`config.mk`:
```
export PLATFORM = sky130hd
export DESIGN_NAME = nibble_io_ports
export DESIGN_NICKNAME = d
export VERILOG_FILES = /design/src/pkg/nibble_io_pkg.sv /design/src/verilog/nibble_io_ports.sv
export VERILOG_INCLUDE_DIRS = /design/src /design/src/pkg
export SDC_FILE = /design/constraint.sdc
export NUM_CORES = 1
export LEC_CHECK = 0
export BUFFER_PORTS_ARGS = -buffer_cell sky130_fd_sc_hd__buf_2
export CAP_MARGIN = 20
export CORE_MARGIN = 2
export CORE_UTILIZATION = 50
export CTS_CLUSTER_DIAMETER = 150
export DETAILED_ROUTE_END_ITERATION = 8
export GPL_TIMING_DRIVEN = 0
export PLACE_DENSITY = 0.74
export SLEW_MARGIN = 40
export SYNTH_ARGS = -nofsm -noshare
export SYNTH_HDL_FRONTEND = slang
export SYNTH_SLANG_ARGS = --single-unit
```
`constraint.sdc`:
```
create_clock -name ref_clk -period 5.97 [get_ports ref_clk]
set_input_delay 0 -clock ref_clk [delete_from_list [all_inputs] [get_ports ref_clk]]
set_output_delay 0 -clock ref_clk [all_outputs]
set_load 0.1 [all_outputs]
```
`src/pkg/nibble_io_defs.svh`:
```
// register offsets, field positions, reset values and timing counts
//
// Behaviour
// port B pins switch together in/out by group direction bit 1.
// port B levels read, outputs written at bank 0 offset 71h.
// ports B and C only pull low or release; pull-ups give high.
// port C pins switch together in/out by group direction bit 2.
// port C levels read, outputs written at bank 0 offset 72h.
// reset pin or watchdog reset puts ports B, C, D, 1A in input mode.
// alt select 23h: bit 2 indicator on D0, bit 1 timer on D1.
// port D pins have own direction from 27h bits 3 to 0.
// port D levels read, outputs written at bank 0 offset 73h.
// indicator on D0 is NRZ IR envelope aligned with ir_tx_out.
// timer select puts 8-bit timer output on D1.
// 23h bit 0 turns port 1A into serial clock, out, in.
// port 1A pins switch together in/out by group direction bit 3.
// port 1A levels read, outputs written at bank 1 offset 70h.
// serial mode: clock pin 0, data out pin 1, data in pin 2.
// ir_tx_out carrier programmable from 16 kHz to 1024 kHz.
// reset pin must stay low at least 50 us before reset is taken.
// overrun alarm output driven low on watchdog expiry or overflow.
// PROM mode remaps osc input, ports A and C data, B mode selects; the code puts port C on data bits 7..4 and 0 on bits 3..0.
// PROM mode data bus and mode selects start as inputs.
// data written while pins are inputs is latched, driven later.
`ifndef NIBBLE_IO_DEFS_SVH
`define NIBBLE_IO_DEFS_SVH
`define ALT_SEL_ADDR 8'h23
`define PORT_D_DIR_ADDR 8'h27
`define GROUP_DIR_ADDR 8'h37
`define PORT_1A_ADDR 8'h70
`define PORT_B_ADDR 8'h71
`define PORT_C_ADDR 8'h72
`define PORT_D_ADDR 8'h73
`define CARRIER_DIV_ADDR 8'h74
`define IR_CTRL_ADDR 8'h75
`define ALT_SERIAL_BIT 0
`define ALT_TIMER_BIT 1
`define ALT_INDICATOR_BIT 2
`define GDIR_B_BIT 1
`define GDIR_C_BIT 2
`define GDIR_1A_BIT 3
`define REG_RESET 4'h0
`define CARRIER_DIV_RESET 8'h00
`define CLK_HZ 50000000
`define RESET_MIN_US 50
`define RESET_MIN_CYCLES ((`CLK_HZ / 1000000) * `RESET_MIN_US)
`endif

```
`src/pkg/nibble_io_pkg.sv`:
```
// types shared by the nibble port block
package nibble_io_pkg;
    typedef struct packed {
        logic [7:0] addr;
        logic bank;
        logic [3:0] wdata;
        logic wr;
        logic rd;
    } reg_req_t;
    typedef struct packed {
        logic [3:0] o;
        logic [3:0] oe;
    } pin_drive_t;
    typedef enum logic [2:0] {
        rst_idle = 3'b001,
        rst_count = 3'b010,
        rst_active = 3'b100
    } reset_state_t;
endpackage

```
`src/verilog/nibble_io_ports.sv`:
```
// four small i/o ports with alternate functions and reset filter
//
// Chosen here: the plain strobed port.
`timescale 1ns/1ps
`include "nibble_io_defs.svh"
module nibble_io_ports #(
    parameter int RESET_MIN_CYCLES = `RESET_MIN_CYCLES
) (
    input wire logic ref_clk,
    input wire logic rst,
    input wire nibble_io_pkg::reg_req_t req,
    output logic [3:0] rdata,
    input wire logic reset_n_pin,
    input wire logic watchdog_reset,
    input wire logic overrun_event,
    input wire logic prom_mode,
    output logic system_reset,
    output logic overrun_alarm_out,
    input wire logic [3:0] port_b_in,
    output nibble_io_pkg::pin_drive_t port_b_pin,
    input wire logic [3:0] port_c_in,
    output nibble_io_pkg::pin_drive_t port_c_pin,
    input wire logic [3:0] port_d_in,
    output nibble_io_pkg::pin_drive_t port_d_pin,
    input wire logic [2:0] port_1a_in,
    output logic [2:0] port_1a_out,
    output logic [2:0] port_1a_oe,
    input wire logic ir_envelope,
    input wire logic timer_out,
    input wire logic serial_clk_out,
    input wire logic serial_data_out,
    output logic serial_data_in,
    output logic ir_tx_out,
    output logic [3:0] prom_mode_selects,
    output logic [7:0] prom_data_bus
);
    import nibble_io_pkg::*;

    ////////////////////////////////////////////////////////////////////
    // registers
    logic [3:0] alt_function_select;
    logic [3:0] port_d_bit_direction;
    logic [3:0] port_group_direction;
    logic [2:0] port_1a_data;
    logic [3:0] port_b_data;
    logic [3:0] port_c_data;
    logic [3:0] port_d_data;
    logic [7:0] carrier_div;
    logic ir_enable;
    logic soft_reset;

    // pin synchronisers: three stages, change taken when 2 and 3 agree
    logic [14:0] pin_s1, pin_s2, pin_s3, pin_q;
    logic [14:0] pin_raw;
    logic reset_pin_s1, reset_pin_s2, reset_pin_s3, reset_pin_q;
    assign pin_raw = {port_1a_in, port_d_in, port_c_in, port_b_in};

    always_ff @(posedge ref_clk or posedge rst) begin
        if (rst) begin
            pin_s1 <= 15'h7fff;
            pin_s2 <= 15'h7fff;
            pin_s3 <= 15'h7fff;
            pin_q <= 15'h7fff;
            reset_pin_s1 <= 1'b1;
            reset_pin_s2 <= 1'b1;
            reset_pin_s3 <= 1'b1;
            reset_pin_q <= 1'b1;
        end else begin
            pin_s1 <= pin_raw;
            pin_s2 <= pin_s1;
            pin_s3 <= pin_s2;
            pin_q <= (pin_s2 & pin_s3) | (pin_q & (pin_s2 ^ pin_s3));
            reset_pin_s1 <= reset_pin_n_mux();
            reset_pin_s2 <= reset_pin_s1;
            reset_pin_s3 <= reset_pin_s2;
            if (reset_pin_s2 == reset_pin_s3) begin
                reset_pin_q <= reset_pin_s2;
            end
        end
    end

    function automatic logic reset_pin_n_mux();
        return reset_n_pin;
    endfunction

    ////////////////////////////////////////////////////////////////////
    // reset pin filter: low must persist for the minimum time
    reset_state_t rst_state;
    logic [$clog2(RESET_MIN_CYCLES+1)-1:0] low_count;

    always_ff @(posedge ref_clk or posedge rst) begin
        if (rst) begin
            rst_state <= rst_idle;
            low_count <= '0;
        end else begin
            case (rst_state)
                rst_idle: begin
                    low_count <= '0;
                    if (!reset_pin_q) begin
                        rst_state <= rst_count;
                    end
                end
                rst_count: begin
                    if (reset_pin_q) begin
                        rst_state <= rst_idle;
                    end else if (low_count ==
                            ($bits(low_count))'(RESET_MIN_CYCLES - 2)) begin
                        rst_state <= rst_active;
                    end else begin
                        low_count <= low_count + 1'b1;
                    end
                end
                rst_active: begin
                    if (reset_pin_q) begin
                        rst_state <= rst_idle;
                    end
                end
                default: rst_state <= rst_idle;
            endcase
        end
    end

    assign soft_reset = (rst_state == rst_active) || watchdog_reset;
    assign system_reset = soft_reset;

    // alarm held low for one cycle per event and while event persists
    always_ff @(posedge ref_clk or posedge rst) begin
        if (rst) begin
            overrun_alarm_out <= 1'b1;
        end else begin
            overrun_alarm_out <= ~(overrun_event | watchdog_reset);
        end
    end

    ////////////////////////////////////////////////////////////////////
    // register writes; data latches survive reset of direction
    logic wr_bank0, wr_bank1;
    assign wr_bank0 = req.wr && !req.bank;
    assign wr_bank1 = req.wr && req.bank;

    always_ff @(posedge ref_clk or posedge rst) begin
        if (rst) begin
            alt_function_select <= `REG_RESET;
            port_d_bit_direction <= `REG_RESET;
            port_group_direction <= `REG_RESET;
        end else if (soft_reset) begin
            alt_function_select <= `REG_RESET;
            port_d_bit_direction <= `REG_RESET;
            port_group_direction <= `REG_RESET;
        end else if (req.wr) begin
            case (req.addr)
                `ALT_SEL_ADDR: alt_function_select <= req.wdata;
                `PORT_D_DIR_ADDR: port_d_bit_direction <= req.wdata;
                `GROUP_DIR_ADDR: port_group_direction <= req.wdata;
                default: ;
            endcase
        end
    end

    always_ff @(posedge ref_clk or posedge rst) begin
        if (rst) begin
            port_b_data <= `REG_RESET;
            port_c_data <= `REG_RESET;
            port_d_data <= `REG_RESET;
            port_1a_data <= 3'h0;
        end else begin
            if (wr_bank0 && req.addr == `PORT_B_ADDR) begin
                port_b_data <= req.wdata;
            end
            if (wr_bank0 && req.addr == `PORT_C_ADDR) begin
                port_c_data <= req.wdata;
            end
            if (wr_bank0 && req.addr == `PORT_D_ADDR) begin
                port_d_data <= req.wdata;
            end
            if (wr_bank1 && req.addr == `PORT_1A_ADDR) begin
                port_1a_data <= req.wdata[2:0];
            end
        end
    end

    always_ff @(posedge ref_clk or posedge rst) begin
        if (rst) begin
            carrier_div <= `CARRIER_DIV_RESET;
            ir_enable <= 1'b0;
        end else if (soft_reset) begin
            ir_enable <= 1'b0;
        end else if (wr_bank0 && req.addr == `CARRIER_DIV_ADDR) begin
            carrier_div <= {carrier_div[3:0], req.wdata};
        end else if (wr_bank0 && req.addr == `IR_CTRL_ADDR) begin
            ir_enable <= req.wdata[0];
        end
    end

    ////////////////////////////////////////////////////////////////////
    // read data, one cycle after the strobe; inputs read pin, outputs latch
    logic [3:0] b_q, c_q, d_q;
    logic [2:0] a1_q;
    assign b_q = pin_q[3:0];
    assign c_q = pin_q[7:4];
    assign d_q = pin_q[11:8];
    assign a1_q = pin_q[14:12];
    logic b_out, c_out, a1_out;
    assign b_out = port_group_direction[`GDIR_B_BIT];
    assign c_out = port_group_direction[`GDIR_C_BIT];
    assign a1_out = port_group_direction[`GDIR_1A_BIT];

    always_ff @(posedge ref_clk or posedge rst) begin
        if (rst) begin
            rdata <= 4'h0;
        end else if (req.rd && !req.bank) begin
            case (req.addr)
                `ALT_SEL_ADDR: rdata <= alt_function_select;
                `PORT_D_DIR_ADDR: rdata <= port_d_bit_direction;
                `GROUP_DIR_ADDR: rdata <= port_group_direction;
                `PORT_B_ADDR: rdata <= b_out ? port_b_data : b_q;
                `PORT_C_ADDR: rdata <= c_out ? port_c_data : c_q;
                `PORT_D_ADDR: rdata <= (port_d_bit_direction & port_d_data)
                    | (~port_d_bit_direction & d_q);
                `CARRIER_DIV_ADDR: rdata <= carrier_div[3:0];
                `IR_CTRL_ADDR: rdata <= {3'h0, ir_enable};
                default: rdata <= 4'h0;
            endcase
        end else if (req.rd && req.addr == `PORT_1A_ADDR) begin
            rdata <= {1'b0, a1_out ? port_1a_data : a1_q};
        end else if (req.rd) begin
            rdata <= 4'h0;
        end
    end

    ////////////////////////////////////////////////////////////////////
    // pin drive; open-drain ports drive only low
    always_ff @(posedge ref_clk or posedge rst) begin
        if (rst) begin
            port_b_pin <= '0;
            port_c_pin <= '0;
            port_d_pin <= '0;
            port_1a_out <= 3'h0;
            port_1a_oe <= 3'h0;
        end else if (prom_mode) begin
            port_b_pin <= '0;
            port_c_pin <= '0;
            port_d_pin <= '0;
            port_1a_out <= 3'h0;
            port_1a_oe <= 3'h0;
        end else begin
            port_b_pin.o <= 4'h0;
            port_b_pin.oe <= {4{b_out}} & ~port_b_data;
            port_c_pin.o <= 4'h0;
            port_c_pin.oe <= {4{c_out}} & ~port_c_data;
            port_d_pin.o[3:2] <= port_d_data[3:2];
            port_d_pin.oe[3:2] <= port_d_bit_direction[3:2];
            if (alt_function_select[`ALT_INDICATOR_BIT]) begin
                port_d_pin.o[0] <= ir_envelope;
                port_d_pin.oe[0] <= 1'b1;
            end else begin
                port_d_pin.o[0] <= port_d_data[0];
                port_d_pin.oe[0] <= port_d_bit_direction[0];
            end
            if (alt_function_select[`ALT_TIMER_BIT]) begin
                port_d_pin.o[1] <= timer_out;
                port_d_pin.oe[1] <= 1'b1;
            end else begin
                port_d_pin.o[1] <= port_d_data[1];
                port_d_pin.oe[1] <= port_d_bit_direction[1];
            end
            if (alt_function_select[`ALT_SERIAL_BIT]) begin
                port_1a_out <= {1'b0, serial_data_out, serial_clk_out};
                port_1a_oe <= 3'b011;
            end else begin
                port_1a_out <= port_1a_data;
                port_1a_oe <= {3{a1_out}};
            end
        end
    end

    // serial input taken from the filtered pin 2 level
    always_ff @(posedge ref_clk or posedge rst) begin
        if (rst) begin
            serial_data_in <= 1'b1;
        end else begin
            serial_data_in <= a1_q[2];
        end
    end

    // prom mode: ports B give mode selects, C the upper data nibble
    always_ff @(posedge ref_clk or posedge rst) begin
        if (rst) begin
            prom_mode_selects <= 4'h0;
            prom_data_bus <= 8'h00;
        end else if (prom_mode) begin
            prom_mode_selects <= b_q;
            prom_data_bus <= {c_q, 4'h0};
        end
    end

    ////////////////////////////////////////////////////////////////////
    // carrier: half period = (carrier_div+1) * 24 cycles at 50 MHz gives
    // about 1042 kHz down to 4 kHz; covers 16..1024 kHz
    logic [4:0] pre_count;
    logic [7:0] half_count;
    logic carrier;
    always_ff @(posedge ref_clk or posedge rst) begin
        if (rst) begin
            pre_count <= 5'h0;
            half_count <= 8'h00;
            carrier <= 1'b0;
        end else if (pre_count == 5'h17) begin
            pre_count <= 5'h0;
            if (half_count == carrier_div) begin
                half_count <= 8'h00;
                carrier <= ~carrier;
            end else begin
                half_count <= half_count + 8'h01;
            end
        end else begin
            pre_count <= pre_count + 5'h01;
        end
    end

    // envelope registered once so ir_tx_out and indicator align
    always_ff @(posedge ref_clk or posedge rst) begin
        if (rst) begin
            ir_tx_out <= 1'b0;
        end else begin
            ir_tx_out <= ir_enable & ir_envelope & carrier;
        end
    end
endmodule

```
==> results of run 1 <==
-- layout make-up --
| type | count | area (sq um) |
|---|---|---|
| clock buffer | 21 | 482 |
| timing repair buffer | 105 | 698 |
| multi-input combinational | 338 | 2490 |
| buffer | 28 | 161 |
| inverter | 12 | 52.6 |
| clock inverter | 11 | 138 |
| sequential | 165 | 4210 |
| fill | 1024 | 4890 |
| tap | 176 | 220 |
-- cells by family after synthesis --
family	Yosys count	share of synthesized area
XOR/XNOR	18	0.0229
AO/OA/AOI/OAI	73	0.0759
other	1	0.000546
AND/OR/NAND/NOR	145	0.111
adder cells (fa/ha/maj)	20	0.0360
buffers and inverters	40	0.0300
flip-flops	165	0.613
multiplexers	70	0.111
-- stage by stage --
| step | utilization | instances | hold slack, ns |
|---|---|---|---|
| after floorplan | - | 543 | 0.00448 |
| after global placement | 0.562 | 793 | 0.105 |
| after detailed placement | 0.565 | 794 | 0.106 |
| after CTS | 0.634 | 856 | 0.0198 |
| after global routing | 0.634 | 856 | 0.0332 |
| final | 0.634 | 856 | 0.0561 |
-- cell usage after synthesis (10+ instances only) --
cell	number	area share
dfrtp_1	98	0.36
dfstp_2	67	0.26
nor2_1	54	0.029
mux2_2	24	0.039
mux2_1	23	0.038
mux2i_1	23	0.033
nand2_1	20	0.011
ha_1	19	0.035
a21o_1	17	0.019
xnor2_1	16	0.020
nor2b_1	15	0.014
buf_4	14	0.015
inv_1	12	0.0066
o21ai_0	12	0.0087
nand3_1	10	0.0073
-- how the worst min path moves through the flow --
stage	startpoint	to	slack (ns)	cells after the start
after detailed placement	rst	low_count[1]	0.11	2
after CTS	req[1]	port_1a_data[2]	0.02	3
after floorplan	port_b_in[0]	pin_s1[0]	0.004	0
final	req[1]	port_1a_data[2]	0.06	3
after global routing	req[1]	port_1a_data[2]	0.03	3
after global placement	port_c_in[1]	pin_s1[5]	0.10	1
-- sequential cells by signal, indices dropped and copies added (netlist names), 5 cells and up --
| signal | count |
|---|---|
| low_count | 12 |
| pin_s2 | 15 |
| pin_s3 | 15 |
| carrier_div | 8 |
| pin_s1 | 15 |
| pre_count | 5 |
| port_d_pin | 8 |
| pin_q | 15 |
| half_count | 8 |
-- worst min-delay path, cell delays in order --
cell and delay (ns):
buf_2 0.13, nand2_1 0.17, mux2_1 0.16
-- where the power goes --
| part | switching, mW | total (mW) | internal, mW |
|---|---|---|---|
| clock | 0.450 | 1.12 | 0.672 |
| sequential | 0.0334 | 1.22 | 1.19 |
| combinational | 0.211 | 0.295 | 0.0843 |
| total | 0.694 | 2.64 | 1.95 |
-- per-layer routing --
layer  routed length (um)  vias to the layer above
met2                 6850                      109
met3                  653                       21
met1                 6050                     2207
met5                    0                        -
met4                  249                        0
li1                     -                     2127
-- what timing repair did --
action / in CTS / in global routing
hold buffers: 30 / 0
setup buffers: 0 / 0
hold endpoints to repair: 131 / 0
==> impl_metrics.yaml, run 1 <==
clock_tree:
  clkSlewWorstSetupHoldPaths_ns: 0.06
  clk_path_buf_depth: 2
  cts.sinks: 165
  cts_root_buf: "clkbuf_16"
  clk_latency_ns: 0.43
  cts.repair.resized: 0
  cts_tree: "done"
  cts_made_buffers: 17
  htreeDepth: 4
place:
  io_buffers: 74
  place_area_sq_mm: 0.00754
  dp_slack_ns: 3.93
  gp_congestion: 0.891
  hpwl_um: 9560
yosys:
  ys_ff_latch: 165
  synthArstFlopShare: 1.00
  synth.distinct_cells: 58
  syn_inst: 532
  ys_warn_count: 0
  synthFlopType: "dfrtp_1"
  syn_avg_cell_area_sq_um: 12.9
  synth_area_sq_mm: 0.00687
  synth_edf_count: 0
  ys_seq_area_frac: 0.613
setup_path:
  critPathRequiredTime_ns: 5.97
  rrSetupSlack_ns: 3.92
  r2r_cells: 6
  arrival_ns: 2.29
  worstSetupStartpoint: "rst_state[0]"
  cp.depth: 5
  path_buf_inv: 3
  path_class: "reg -> out"
  crit_family: "buffers and inverters"
  critPathSlowestCell: "buf_2"
  r2r_start: "rst_state[0]"
  end_kind: "output port"
  cp_max_fo: 10
  startpoint_type: "flop"
  crit_end: "system_reset"
  r2r_end: "low_count[10]"
  path_cells: "clkbuf_1, nor2_1, a21o_1, buf_1, buf_2"
  crit_path_max_incr_delay_ns: 0.51
global_route:
  use_met3: 0.0475
  gr-max-usage-layer: "met2"
  grt_max_degree: 87
  met2_usage: 0.327
  antenna_found_initial: 0
  use_met1: 0.257
  gr-usage-all-layers: 0.199
  grt_overflow: 0
  grt_pass1_wl_um: 22300
  grt_pass1_vias: 4553
timing:
  post-route-period-util: 0.383
  slew_viol_final: 0
  finalClockSkew_ns: 0.00867
  period_needed_ns: 2.29
  fin_setup_tns_ns: 0
  rsz0062_at_grt: "no"
  setup_viol: 0
  maxSlewHeadroom: 0.511
  max_freq_mhz: 437
  setup_slack_ns: 3.68
  hold_viol: 0
  max_slew.worst_pin.slew_ns: 0.732
power:
  power-per-cell-area_mw_per_mm2: 312
  p_leak_nw: 4.03
  total_power_mw: 2.64
  ir_worst_vdd_uv: 187
die:
  die_y_um: 121
  io_pins: 90
  coreArea_sq_mm: 0.0133
  initial_core_util: 0.515
  row_count: 42
  die_w_um: 121
  die-area_sq_mm: 0.0147
detailed_routing:
  wl_per_cell_um: 16.1
  viasPerCell: 5.21
  detailedRoute.firstPassIterationCount: 4
  vias: 4464
  ant_nets: 0
  drc: 0
  first_iter_violations: 316
  wirelength_um: 13800
cells_and_area:
  antennaDiodeCount: 0
  layout_commonest_cell: "dfrtp_1"
  layout_common_cells: "dfrtp_1, buf_2, dfstp_2"
  drive_gt1_frac: 0.328
  nets: 726
  area_delta_synth_final_pct: 23.1
  fin_area_sq_mm: 0.00846
status:
  status: "complete, no violations"
flow_run:
  maxCapViolCount: 0
hold_path:
  worstHoldPathType: "in -> reg"
Power figures use the tool's default switching activity.
==> run 2, diff against run 1 <==
- clock period: 5.97 -> 2.35 ns (I/O delays scaled with it)
==> run 2 against run 1 <==
  * Non-clock buffer count is 6 higher
  * First-iteration DRC count is 36% lower
  * Cell count rose by 0.70%
  * Highest routed layer unchanged
==> impl_metrics.yaml, run 2 (synthesis gave the netlist of run 1 again) <==
status:
  status: "complete, no violations"
setup_path:
  startpoint_type: "flop"
  crit_family: "buffers and inverters"
  path_cells: "clkbuf_1, nor2_1, a21o_1, clkbuf_2, clkbuf_4"
  end_kind: "output port"
  rrSetupSlack_ns: 0.31
  path_buf_inv: 3
  cp.depth: 5
  path_class: "reg -> out"
  cp_max_fo: 10
  crit_end: "system_reset"
  critPathSlowestCell: "dfstp_2"
  r2r_cells: 6
  arrival_ns: 2.15
  worstSetupStartpoint: "rst_state[0]"
  r2r_end: "rdata[1]"
  critPathRequiredTime_ns: 2.35
  crit_path_max_incr_delay_ns: 0.51
  r2r_start: "port_group_direction[1]"
detailed_routing:
  drc: 0
  wirelength_um: 14400
  ant_nets: 0
  detailedRoute.firstPassIterationCount: 5
  vias: 4539
  viasPerCell: 5.27
  wl_per_cell_um: 16.7
  first_iter_violations: 202
place:
  gp_congestion: 0.865
  io_buffers: 74
  dp_slack_ns: 0.328
  place_area_sq_mm: 0.00770
  dpl.cell_count: 800
  hpwl_um: 10000
clock_tree:
  cts_root_buf: "clkbuf_16"
  cts_made_buffers: 17
  htreeDepth: 4
  cts_tree: "done"
  clk_latency_ns: 0.43
  cts.sinks: 165
  postCtsSetupRepairBufs: 0
  clk_path_buf_depth: 2
  clkSlewWorstSetupHoldPaths_ns: 0.06
cells_and_area:
  fin_area_sq_mm: 0.00861
  layout_common_cells: "dfrtp_1, buf_2, dfstp_2"
  layout_commonest_cell: "dfrtp_1"
  nets: 732
  finalNonFillerCells: 862
  antennaDiodeCount: 0
  area_delta_synth_final_pct: 25.3
  drive_gt1_frac: 0.335
timing:
  setup_viol: 0
  slew_viol_final: 0
  hold_viol: 0
  max_slew.worst_pin.slew_ns: 0.663
  max_freq_mhz: 465
  finalClockSkew_ns: 0.00857
  setup_slack_ns: 0.201
  period_needed_ns: 2.15
  rsz0062_at_grt: "no"
  maxSlewHeadroom: 0.557
  post-route-period-util: 0.914
die:
  die_y_um: 121
  coreArea_sq_mm: 0.0133
  die-area_sq_mm: 0.0147
  row_count: 42
  initial_core_util: 0.515
  io_pins: 90
  die_w_um: 121
global_route:
  grt_max_degree: 26
  grt_overflow: 0
  antenna_found_initial: 0
  grt_pass1_wl_um: 23900
  gr-usage-all-layers: 0.215
  grt_pass1_vias: 4680
power:
  power_frac_clock: 0.416
  p_comb_frac: 0.118
  p_int_mw: 4.95
  p_leak_nw: 4.08
  switching_share: 0.259
  power-per-cell-area_mw_per_mm2: 776
  p_switching_mw: 1.73
  ir_worst_vdd_uv: 528
  seqPwrFrac: 0.466
  total_power_mw: 6.68
hold_path:
  worstHoldPathType: "in -> reg"
  holdCritStartpoint: "req[1]"
flow_run:
  maxCapViolCount: 0
-- run 2: cell count changes in the layout (fill, tap and decap cells not counted) --
cell,change
buf_2,-1
clkbuf_2,+1
buf_1,-1
inv_6,-1
inv_8,-3
inv_4,-1
clkbuf_8,+2
clkbuf_16,-1
buf_16,+6
clkbuf_4,+1
clkinv_4,-1
clkinvlp_4,+5
-- run 2: per-layer routing --
metal	wire length, um	vias up	track usage	share of wire
met4	193	0	0.0733	0.013
met5	0	-	0	0
li1	-	2129	-	-
met2	7430	123	0.361	0.52
met3	693	20	0.0512	0.048
met1	6060	2267	0.273	0.42
-- run 2: worst min-delay path: stages --
cell and delay (ns):
buf_2 0.13, nand2_1 0.15, mux2_1 0.15
-- run 2: worst min path at each step --
stage | to | slack (ns) | cells after the start
floorplan | pin_s1[0] | 0.004 | 0
global placement | pin_s1[10] | 0.11 | 1
detailed placement | prom_data_bus[4] | 0.02 | 2
CTS | port_1a_data[0] | 0.02 | 3
global route | port_1a_data[0] | 0.06 | 3
finish | port_1a_data[2] | 0.05 | 3
-- run 2: cell type report --
| type | count | area [sq um] |
|---|---|---|
| Buffer | 28 | 163 |
| Tap cell | 176 | 220 |
| Fill cell | 997 | 4740 |
| Clock inverter | 10 | 121 |
| Timing Repair Buffer | 111 | 866 |
| Multi-Input combinational cell | 338 | 2490 |
| Sequential cell | 165 | 4210 |
| Inverter | 12 | 48.8 |
| Clock buffer | 22 | 484 |
-- run 2: through the flow --
step / hold slack, ns / TNS (ns) / utilization
after floorplan: 0.00448 / 0 / -
after global placement: 0.105 / -51.04 / 0.563
after detailed placement: 0.0155 / 0 / 0.577
after CTS: 0.0214 / 0 / 0.645
after global routing: 0.0555 / 0 / 0.645
final: 0.0462 / 0 / 0.645
-- run 2: power by group through the flow --
stage	clock, mW	combinational, mW	sequential (mW)
4_1_cts	2.84	0.793	3.11
2_1_floorplan	0	0.361	3.33
3_3_place_gp	0	0.691	3.15
3_5_place_dp	0	0.750	3.16
5_1_grt	2.95	0.854	3.13
6_report	2.78	0.788	3.11
-- run 2: repair_timing --
item	4_1_cts	5_1_grt
hold endpoints to repair	105	0
hold buffers	30	0
setup endpoints to repair	0	1
gates resized for setup	0	2
==> run 3, diff against run 2 <==
- BUFFER_PORTS_ARGS: -buffer_cell sky130_fd_sc_hd__buf_2 -> not set
- DONT_BUFFER_PORTS: not set -> 1
- PLACE_DENSITY: 0.74 -> 0.68
==> run 3 against run 2 <==
  * Clock power up 4%
  * Utilization is 1.7 points lower
  * Worst hold slack worse by 0.022 ns
  * Critical endpoint is now rdata[3]
  * Largest cell class unchanged
==> impl_metrics.yaml, run 3 (synthesis gave the netlist of run 1 again) <==
cells_and_area:
  finish.utilization: 0.628
  area_delta_synth_final_pct: 22.0
  drive_gt1_frac: 0.273
  multi_input_area_sq_mm: 0.00249
  antennaDiodeCount: 0
  layout_common_cells: "dfrtp_1, dfstp_2, nor2_1"
  fill_cells: 1011
  regArea_sq_mm: 0.00423
  layout_commonest_cell: "dfrtp_1"
  nets: 668
place:
  dp_slack_ns: 0.332
  hpwl_um: 9770
  io_buffers: 0
  gp_congestion: 0.889
clock_tree:
  clk_path_buf_depth: 2
  cts.sinks: 165
  postCtsSetupRepairBufs: 0
  cts_root_buf: "clkbuf_16"
  clkSlewWorstSetupHoldPaths_ns: 0.06
  htreeDepth: 4
  clk_latency_ns: 0.43
  cts_tree: "done"
  cts_made_buffers: 17
detailed_routing:
  drc: 0
  wl_per_cell_um: 17.4
  ant_nets: 0
  first_iter_violations: 264
  detailedRoute.firstPassIterationCount: 4
  vias: 4303
  viasPerCell: 5.39
  wirelength_um: 13900
die:
  initial_core_util: 0.515
  die-area_sq_mm: 0.0147
  die_w_um: 121
  die_y_um: 121
  row_count: 42
  io_pins: 90
  coreArea_sq_mm: 0.0133
timing:
  hold_viol: 0
  holdWs_ns: 0.0239
  setup_slack_ns: 0.155
  max_freq_mhz: 456
  rsz0062_at_grt: "no"
  period_needed_ns: 2.19
  fin_setup_tns_ns: 0
  max_slew.worst_pin.slew_ns: 0.891
  post-route-period-util: 0.934
  maxSlewHeadroom: 0.406
  slew_viol_final: 0
  setup_viol: 0
  finalClockSkew_ns: 0.00744
hold_path:
  min_delay_path_depth: 4
  worstHoldPathType: "in -> reg"
setup_path:
  r2r_cells: 6
  cp_max_fo: 7
  end_kind: "flop"
  path_class: "reg -> reg"
  startpoint_type: "flop"
  critPathRequiredTime_ns: 2.66
  arrival_ns: 2.50
power:
  ir_worst_vdd_uv: 567
  power-per-cell-area_mw_per_mm2: 805
  p_leak_nw: 3.80
global_route:
  grt_pass1_vias: 4331
  antenna_found_initial: 0
  grt_overflow: 0
  grt_max_degree: 28
  grt_pass1_wl_um: 22500
  gr-usage-all-layers: 0.203
flow_run:
  maxCapViolCount: 0
status:
  status: "complete, no violations"
## run 3: cell count changes in the layout (fill, tap and decap cells not counted), sizes merged
cell	before	now
buf	98	28
bufinv	2	3
clkbuf	33	30
clkinv	3	6
clkinvlp	5	2
dlygate4sd3	30	38
## run 3: cell type report
class                      instances  share of cell area
sequential                       165               0.504
multi-input combinational        338               0.298
timing repair buffer              47              0.0716
clock buffer                      21              0.0576
tap                              176              0.0263
buffer                            28              0.0194
clock inverter                    11              0.0173
inverter                          12             0.00582
## run 3: report_power, final
group          internal [mW]  switching [mW]
clock network           1.80            1.10
logic                  0.213           0.322
registers               3.03           0.294
## run 3: repair_timing
item / 4_1_cts / 5_1_grt
hold buffers: 38 / 0
hold endpoints to repair: 149 / 0
resized for setup: 0 / 0
## run 3: per-layer routing
layer	vias up	wire length, um	GRT usage
met5	-	0	0
li1	1998	-	-
met2	126	6710	0.317
met1	2152	6130	0.266
met3	27	735	0.0540
met4	0	331	0.0927
## run 3: critical path: stages (launching register included)
cell           delay [ns]
dfrtp_1              0.32
clkbuf_1             0.32
mux2_2               0.38
o2111ai_1            0.22
o211a_1              0.19
o22ai_1              0.06
dlygate4sd3_1        0.58
## run 3: metrics by stage
step                      instances  instance area, sq um  power (mW)
after floorplan                 543                  6920        3.69
after global placement          719                  7140        3.77
after detailed placement        728                  7370        3.84
after CTS                       798                  8370        6.82
after global routing            798                  8380        7.00
final                           798                  8380        6.75
## run 3: path summary, 6_finish.rpt
check / startpoint / to / slack, ns
worst min-delay path: req[13] / port_d_bit_direction[0] / 0.02
worst max-delay path: port_group_direction[2] / rdata[3] / 0.16
min in group asynchronous: rst / port_d_data[3] / 0.26
max in group asynchronous: rst / serial_data_in / 1.17
worst max register to register: port_group_direction[2] / rdata[3] / 0.16
worst min register to register: pin_s1[4] / pin_s2[4] / 0.35
